--- config.mk ---
export PLATFORM = sky130hd
export DESIGN_NAME = eea_ctrl
export DESIGN_NICKNAME = d
export VERILOG_FILES = /design/src/eea_store.sv /design/src/eea_ctrl.sv
export SDC_FILE = /design/constraint.sdc
export NUM_CORES = 1
export LEC_CHECK = 0
export BUFFER_PORTS_ARGS = -buffer_cell sky130_fd_sc_hd__clkbuf_2
export CAP_MARGIN = 20
export CORE_MARGIN = 5
export CORE_UTILIZATION = 55
export DETAILED_ROUTE_END_ITERATION = 6
export GPL_ROUTABILITY_DRIVEN = 0
export PLACE_DENSITY = 0.76
export SYNTH_ARGS = -nofsm -noshare
export SYNTH_HDL_FRONTEND = slang
export SYNTH_SLANG_ARGS = --single-unit
--- constraint.sdc ---
create_clock -name sys_clk_i -period 7.04 [get_ports sys_clk_i]
set_input_delay 2.112 -clock sys_clk_i [delete_from_list [all_inputs] [get_ports sys_clk_i]]
set_output_delay 2.112 -clock sys_clk_i [all_outputs]
set_load 0.02 [all_outputs]
--- src/eea_store.sv ---
// package of constants and the emulated nonvolatile word array
//----------------------------------------------------------------------
// Summary of operation
// - a write stores four words; only the upper three address bits pick the unit
// - write starts only if trigger is set the cycle after enable
// - cpu is stalled for the whole write cycle, released when it ends
// - write trigger clears in hardware when the write cycle completes
// - read starts when trigger is set with read enable set; cpu stalls
// - read end clears read trigger and loads word into first data pair
// - read result stays in first data pair until another read or a data register write
// - erase and write triggers must follow their enables immediately
// - control bits 7..6 select 2, 4, 8 or 16 ms erase or write time
// - erase clears one 16 word page picked by the top address bit to zero
// - a trigger is ignored unless its enable was already set before
//----------------------------------------------------------------------
package eea_pkg;
  // register indexes on the plain register port
  localparam logic [3:0] EEA_IDX_ADDR = 4'h0;
  localparam logic [3:0] EEA_IDX_DATA0L = 4'h1;
  localparam logic [3:0] EEA_IDX_DATA3H = 4'h8;
  localparam logic [3:0] EEA_IDX_CTRL = 4'h9;
  // control register field positions
  localparam int EEA_RD_TRIG = 0;
  localparam int EEA_RD_EN = 1;
  localparam int EEA_WR_TRIG = 2;
  localparam int EEA_WR_EN = 3;
  localparam int EEA_ER_TRIG = 4;
  localparam int EEA_ER_EN = 5;
  localparam int EEA_TSEL_LSB = 6;
  localparam logic [7:0] EEA_CTRL_RST = 8'h00;
  localparam logic [4:0] EEA_ADDR_RST = 5'h00;
  localparam logic [7:0] EEA_DATA_RST = 8'h00;
  // timing
  localparam int EEA_CLK_HZ = 125000000;
  localparam int EEA_BASE_TIME_US = 2000;
  localparam int EEA_BASE_CYCLES = EEA_CLK_HZ / 1000000 * EEA_BASE_TIME_US;
  localparam logic [23:0] EEA_READ_CYCLES = 24'h000004;
  typedef enum logic [1:0] {
    EEA_IDLE = 2'b00,
    EEA_READ = 2'b01,
    EEA_WRITE = 2'b10,
    EEA_ERASE = 2'b11
  } eea_op_t;
endpackage

// word array: four word unit commit, page erase, combinational read
module eea_store #(
  parameter int WORDS = 32,
  parameter int WIDTH = 15
) (
  input wire logic sys_clk_i,
  input wire logic wr_commit_i,
  input wire logic [2:0] wr_unit_i,
  input wire logic [4*WIDTH-1:0] wr_words_i,
  input wire logic er_commit_i,
  input wire logic er_page_i,
  input wire logic [4:0] rd_addr_i,
  output logic [WIDTH-1:0] rd_word_o
);
  import eea_pkg::*;
  typedef struct packed {
    logic [WORDS-1:0][WIDTH-1:0] mem;
  } eea_store_t;
  eea_store_t q, d;

  // contents are nonvolatile, so reset leaves them alone
  always_comb begin
    d = q;
    if (wr_commit_i) begin
      for (int i = 0; i < 4; i++) begin
        d.mem[{wr_unit_i, 2'(i)}] = wr_words_i[i*WIDTH +: WIDTH];
      end
    end else if (er_commit_i) begin
      for (int i = 0; i < 16; i++) begin
        d.mem[{er_page_i, 4'(i)}] = '0;
      end
    end
  end

  always_ff @(posedge sys_clk_i) begin
    q <= d;
  end

  assign rd_word_o = q.mem[rd_addr_i];
endmodule

--- src/eea_ctrl.sv ---
// emulated eeprom access controller with register port and cpu stall
//
// The address map and the plain strobed port were decided locally.
module eea_ctrl #(
  parameter int BASE_CYCLES = eea_pkg::EEA_BASE_CYCLES
) (
  input wire logic sys_clk_i,
  input wire logic srst_i,
  input wire logic [3:0] reg_addr_i,
  input wire logic [7:0] reg_wdata_i,
  input wire logic reg_we_i,
  input wire logic reg_re_i,
  output logic [7:0] reg_rdata_o,
  output logic cpu_stall_o,
  output logic busy_o
);
  import eea_pkg::*;

  typedef struct packed {
    logic [4:0] addr;
    logic [7:0][7:0] data;
    logic [7:0] ctrl;
    eea_op_t op;
    logic [23:0] timer;
    logic wen_prev;
    logic een_prev;
    logic [7:0] rdata;
    logic stall;
  } eea_ctrl_t;

  eea_ctrl_t q, d;
  logic [14:0] rd_word;
  logic [59:0] wr_words;
  logic wr_commit;
  logic er_commit;

  //----------------------------------------------------------------------
  // helpers
  //----------------------------------------------------------------------
  // erase or write time: base time doubled per select step
  function automatic logic [23:0] cycle_time(input logic [1:0] sel);
    logic [23:0] base;
    base = 24'(BASE_CYCLES);
    return base << sel;
  endfunction

  // high data bytes carry seven bits, top bit reads zero
  function automatic logic [7:0] mask_data(input logic [3:0] idx, input logic [7:0] v);
    return idx[0] ? v : {1'b0, v[6:0]};
  endfunction

  // the stored word pairs, word0 in the low 15 bits
  always_comb begin
    for (int i = 0; i < 4; i++) begin
      wr_words[i*15 +: 15] = {q.data[2*i+1][6:0], q.data[2*i]};
    end
  end

  //----------------------------------------------------------------------
  // next state
  //----------------------------------------------------------------------
  always_comb begin
    logic ctrl_wr;
    logic finish;
    ctrl_wr = reg_we_i && reg_addr_i == EEA_IDX_CTRL;
    finish = q.op != EEA_IDLE && q.timer == 24'h000001;
    d = q;
    wr_commit = 1'b0;
    er_commit = 1'b0;
    // remember enable sets so the trigger can be checked next cycle
    d.wen_prev = ctrl_wr && reg_wdata_i[EEA_WR_EN] && !reg_wdata_i[EEA_WR_TRIG];
    d.een_prev = ctrl_wr && reg_wdata_i[EEA_ER_EN] && !reg_wdata_i[EEA_ER_TRIG];

    // plain register writes
    if (reg_we_i) begin
      if (reg_addr_i == EEA_IDX_ADDR) begin
        d.addr = reg_wdata_i[4:0];
      end else if (reg_addr_i >= EEA_IDX_DATA0L && reg_addr_i <= EEA_IDX_DATA3H) begin
        d.data[3'(reg_addr_i - 4'h1)] = mask_data(reg_addr_i, reg_wdata_i);
      end else if (ctrl_wr && q.op == EEA_IDLE) begin
        // triggers only count with their enable already set
        d.ctrl = reg_wdata_i;
        d.ctrl[EEA_RD_TRIG] = 1'b0;
        d.ctrl[EEA_WR_TRIG] = 1'b0;
        d.ctrl[EEA_ER_TRIG] = 1'b0;
        if (reg_wdata_i[EEA_ER_TRIG] && q.ctrl[EEA_ER_EN] && q.een_prev) begin
          // erase trigger must land right after its enable
          d.ctrl[EEA_ER_TRIG] = 1'b1;
          d.op = EEA_ERASE;
          d.timer = cycle_time(reg_wdata_i[EEA_TSEL_LSB +: 2]);
          d.stall = 1'b1;
        end else if (reg_wdata_i[EEA_WR_TRIG] && q.ctrl[EEA_WR_EN] && q.wen_prev) begin
          // consecutive enable then trigger
          d.ctrl[EEA_WR_TRIG] = 1'b1;
          d.op = EEA_WRITE;
          d.timer = cycle_time(reg_wdata_i[EEA_TSEL_LSB +: 2]);
          d.stall = 1'b1;
        end else if (reg_wdata_i[EEA_RD_TRIG] && q.ctrl[EEA_RD_EN]) begin
          d.ctrl[EEA_RD_TRIG] = 1'b1;
          d.op = EEA_READ;
          d.timer = EEA_READ_CYCLES;
          d.stall = 1'b1;
        end
      end
      // control writes while busy leave ctrl unchanged but still update the enable history
    end

    // running operation
    if (q.op != EEA_IDLE) begin
      d.timer = q.timer - 24'h000001;
      if (finish) begin
        d.op = EEA_IDLE;
        d.stall = 1'b0;
        d.timer = '0;
        case (q.op)
          EEA_READ: begin
            d.ctrl[EEA_RD_TRIG] = 1'b0;
            d.ctrl[EEA_RD_EN] = 1'b0;
            d.data[0] = rd_word[7:0];
            d.data[1] = {1'b0, rd_word[14:8]};
          end
          EEA_WRITE: begin
            wr_commit = 1'b1;
            d.ctrl[EEA_WR_TRIG] = 1'b0;
            d.ctrl[EEA_WR_EN] = 1'b0;
          end
          default: begin
            er_commit = 1'b1;
            d.ctrl[EEA_ER_TRIG] = 1'b0;
            d.ctrl[EEA_ER_EN] = 1'b0;
          end
        endcase
      end
    end

    // read data one cycle after the strobe, unmapped reads zero
    d.rdata = 8'h00;
    if (reg_re_i) begin
      if (reg_addr_i == EEA_IDX_ADDR) begin
        d.rdata = {3'b000, q.addr};
      end else if (reg_addr_i >= EEA_IDX_DATA0L && reg_addr_i <= EEA_IDX_DATA3H) begin
        d.rdata = q.data[3'(reg_addr_i - 4'h1)];
      end else if (reg_addr_i == EEA_IDX_CTRL) begin
        d.rdata = q.ctrl;
      end
    end

    if (srst_i) begin
      d.addr = EEA_ADDR_RST;
      d.data = '0;
      d.ctrl = EEA_CTRL_RST;
      d.op = EEA_IDLE;
      d.timer = '0;
      d.wen_prev = 1'b0;
      d.een_prev = 1'b0;
      d.rdata = 8'h00;
      d.stall = 1'b0;
      wr_commit = 1'b0;
      er_commit = 1'b0;
    end
  end

  always_ff @(posedge sys_clk_i) begin
    q <= d;
  end

  //----------------------------------------------------------------------
  // word array
  //----------------------------------------------------------------------
  // write unit from address bits 4..2, page from bit 4
  eea_store #(
    .WORDS(32),
    .WIDTH(15)
  ) u_store (
    .sys_clk_i(sys_clk_i),
    .wr_commit_i(wr_commit),
    .wr_unit_i(q.addr[4:2]),
    .wr_words_i(wr_words),
    .er_commit_i(er_commit),
    .er_page_i(q.addr[4]),
    .rd_addr_i(q.addr),
    .rd_word_o(rd_word)
  );

  assign reg_rdata_o = q.rdata;
  assign cpu_stall_o = q.stall;
  assign busy_o = q.stall;
endmodule

==> results by group <==
Job
  • Max_cap viols: 0

Synthesis
  • Register bit total from synthesis: between 500 and 600
  • Number of synthesis warnings: 0
  • Synth async-reset ratio: 0%
  • Primary FF master, synth: edfxtp_1
  • Avg Cell Area, Syn: 12.9 sq um
  • Synthesized area: roughly 0.029 sq mm
  • Top cells by area, synth: edfxtp_1 (50%), a22o_1 (15%), dfxtp_1 (7.9%), mux2i_1 (7.8%), mux4_2 (3.3%)
  • Post-Syn Instances: 2,254
  • Post-synthesis sequential area ratio: roughly 58%
  • Number of flops mapped to enable cells by yosys: 480
  • Distinct cells, synth: 61
  • Top-area cell type share of the netlist area: 49.6%
  • Synth area leader: edfxtp_1
  • Syn_nets: 2,284

Placement
  • Placement Setup Slack: 1.38 ns
  • Port bufs: 25
  • Detailed Place HPWL: 48,200 um
  • DP Area: 0.0296 sq mm

Pwr
  • Power consumption: about 7.3 mW
  • Pwr Density: 230 mW/mm^2
  • Peak supply drop: 0.209 mV
  • Static Leak: around 11 nW

Timing
  • Tcrit/Tclk final: 72.9%
  • Final Max Slew Viols: 0
  • RSZ-0062 raised after global routing: no
  • Relative slew slack: 25.3%
  • Fmax: 0.195 GHz
  • Setup violations, final: 0
  • Clk_skew: roughly 0.023 ns
  • Final WS setup: 1.91 ns
  • Minimum clock period: a little over 5 ns
  • Worst slew pin tran: around 1.1 ns
  • Final hold vios: 0

Critical path
  • Worst setup path category: in -> reg
  • R2r worst-path depth: 6
  • Startpoint Class: primary input
  • Worst path cell trace: clkbuf_2 > clkinv_1 > ha_1 > buf_4 > nor2b_1 > nand3_1 > mux2_2 > o21ai_0 > a31oi_1
  • CP max-delay cell: ha_1
  • Levels on crit path: 9
  • Endpoint type of the worst setup path: flop
  • Critical path required time: 7.53 ns
  • Max incr delay on CP: a little under 0.6 ns
  • Crit-path leading delay family: buffers and inverters
  • CP arrival: between 5 and 6 ns
  • Crit path buffers/inverters: 3
  • CP max FO: 26

CTS
  • Skew-Pair Late Insertion Delay: between 0.6 and 0.7 ns
  • H-tree levels: 2
  • CTS root buf: clkbuf_16
  • Cts bufs inserted: 60
  • CTS tree: yes
  • Post-CTS setup buffer count: 0
  • Max Buffers Root-to-Sink: 3
  • CTS clk-pin slew, worst paths: 0.06 ns
  • Clock Sinks: 594
  • CTS resizes: 0
  • CTS Hold Buffers Added: 0

Floorplanning
  • Core area: 0.0524 sq mm
  • Die Ht: 240 um
  • Die span in x: between 200 and 250 um
  • Die ar.: 0.0575 sq mm
  • Initial core utilization: 55.4%
  • Top Ports: 26
  • Std-Cell Rows: 84

Detailed routing
  • Post-route ant nets: 0
  • Via density: 7.48
  • DRC: 0
  • Initial drt markers: ~2,900
  • WL final: 83,000 um
  • DR vias: 21,400
  • WL/cell: 29.1 um
  • Drt pass-1 iters: 6

Global routing
  • Total congestion overflow: 0
  • Initial antenna violation count: 0
  • First-pass GRT wire length: 125,000 um
  • Largest net degree at the start of global routing: 135
  • Total GRT Usage: 27.7%
  • Vias in the first global route: 20,400

Hold path
  • Worst Hold Path Cells: 2
  • Worst hold path class: reg -> reg

Final layout
  • N_diodes: 0
  • Design area: 0.0317 sq mm
  • Share of cells above drive strength 1: 11.9%
  • Nets: about 2,100
  • Post-Route Utilization: 60.5%
  • Synth-to-Final Area Change: 9.24%

Outcome
  • Outcome: complete, no violations
==> metal layers <==
metal  routed length [um]  share of wire (%)  GRT usage (%)  vias up
li1                     -                  -              -     8775
met1                32300                 39           38.7    10700
met2                37900                 46           42.8     1663
met3                 9630                 12           5.92      235
met4                 3080                3.7           10.6        0
met5                    0                  0              0        -
==> cells in the mapped netlist (8+ instances only) <==
cell type	n
nand2b_1	8
edfxtp_1	480
a221oi_1	35
ha_1	14
nand4_1	9
nor2b_1	11
nand3_1	63
buf_1	37
a22oi_1	64
a22o_1	482
mux4_2	42
inv_1	14
nor3_1	22
mux2_2	11
o21ai_0	63
clkbuf_1	207
buf_2	21
dfxtp_1	114
nor2_1	74
and3_1	17
nand2_1	64
a31oi_1	25
mux2i_1	226
buf_4	9
a21oi_1	49
nor4_1	8
==> layout by cell type, fill, tap and decap left out, types with 41 or more instances in the layout <==
master,Yosys,routed
nor2_1,74,65
clkbuf_16,0,65
a22oi_1,64,64
mux4_2,42,42
nand2_1,64,64
mux2i_1,226,226
a22o_1,482,482
dfxtp_1,114,111
edfxtp_1,480,480
a21oi_1,49,49
buf_4,9,41
nand3_1,63,63
o21ai_0,63,55
==> power by group <==
part	internal, mW	leakage, nW	switching, mW
Combinational	0.0629	4.68	0.115
Clock	1.96	1.02	1.38
Sequential	3.75	5.30	0.0275
Total	5.78	11.0	1.52
==> worst min-delay path, delay by kind of cell (launching register included) <==
family	cells	cell delay, ns
simple gates	2	0.10
flops	1	0.31
==> kinds of logic after synthesis <==
| group | after synthesis | synth area share (%) |
|---|---|---|
| AO/OA/AOI/OAI | 753 | 20.7 |
| flip-flops | 594 | 57.5 |
| AND/OR/NAND/NOR | 315 | 5.48 |
| buffers and inverters | 290 | 3.98 |
| multiplexers | 279 | 11.5 |
| adder cells (fa/ha/maj) | 14 | 0.603 |
| XOR/XNOR | 9 | 0.271 |
==> flip-flops by register name (all words and copies together), names as in the netlist <==
name and cells:
reg_rdata_o 8, busy_o 1, u_store.q 480, q 105
==> path summary, 6_finish.rpt <==
kind | endpoint | from | slack [ns]
max | q[56]$_SDFF_PP0_ | reg_addr_i[0] | 1.91
min reg2reg | q[60]$_SDFF_PP0_ | q[60]$_SDFF_PP0_ | 0.44
min | q[60]$_SDFF_PP0_ | q[60]$_SDFF_PP0_ | 0.44
max reg2reg | u_store.q[1]$_DFFE_PP_ | q[13]$_SDFFE_PP0P_ | 2.51
==> area by class of cell <==
type,instances,area (sq um)
Sequential cell,594,16700
Multi-Input combinational cell,1370,11400
Clock inverter,38,379
Timing Repair Buffer,75,628
Tap cell,688,861
Fill cell,3878,20700
Clock buffer,76,1700
Inverter,15,56.3
==> stage by stage <==
step	hold WS, ns	std cells	setup TNS (ns)
floorplan	0.411	2254	-161.17
global placement	0.427	2736	0
detailed placement	0.426	2738	0
CTS	0.437	2852	0
global route	0.460	2856	0
finish	0.440	2856	0
Note: power is estimated with default switching activity, not from simulation.
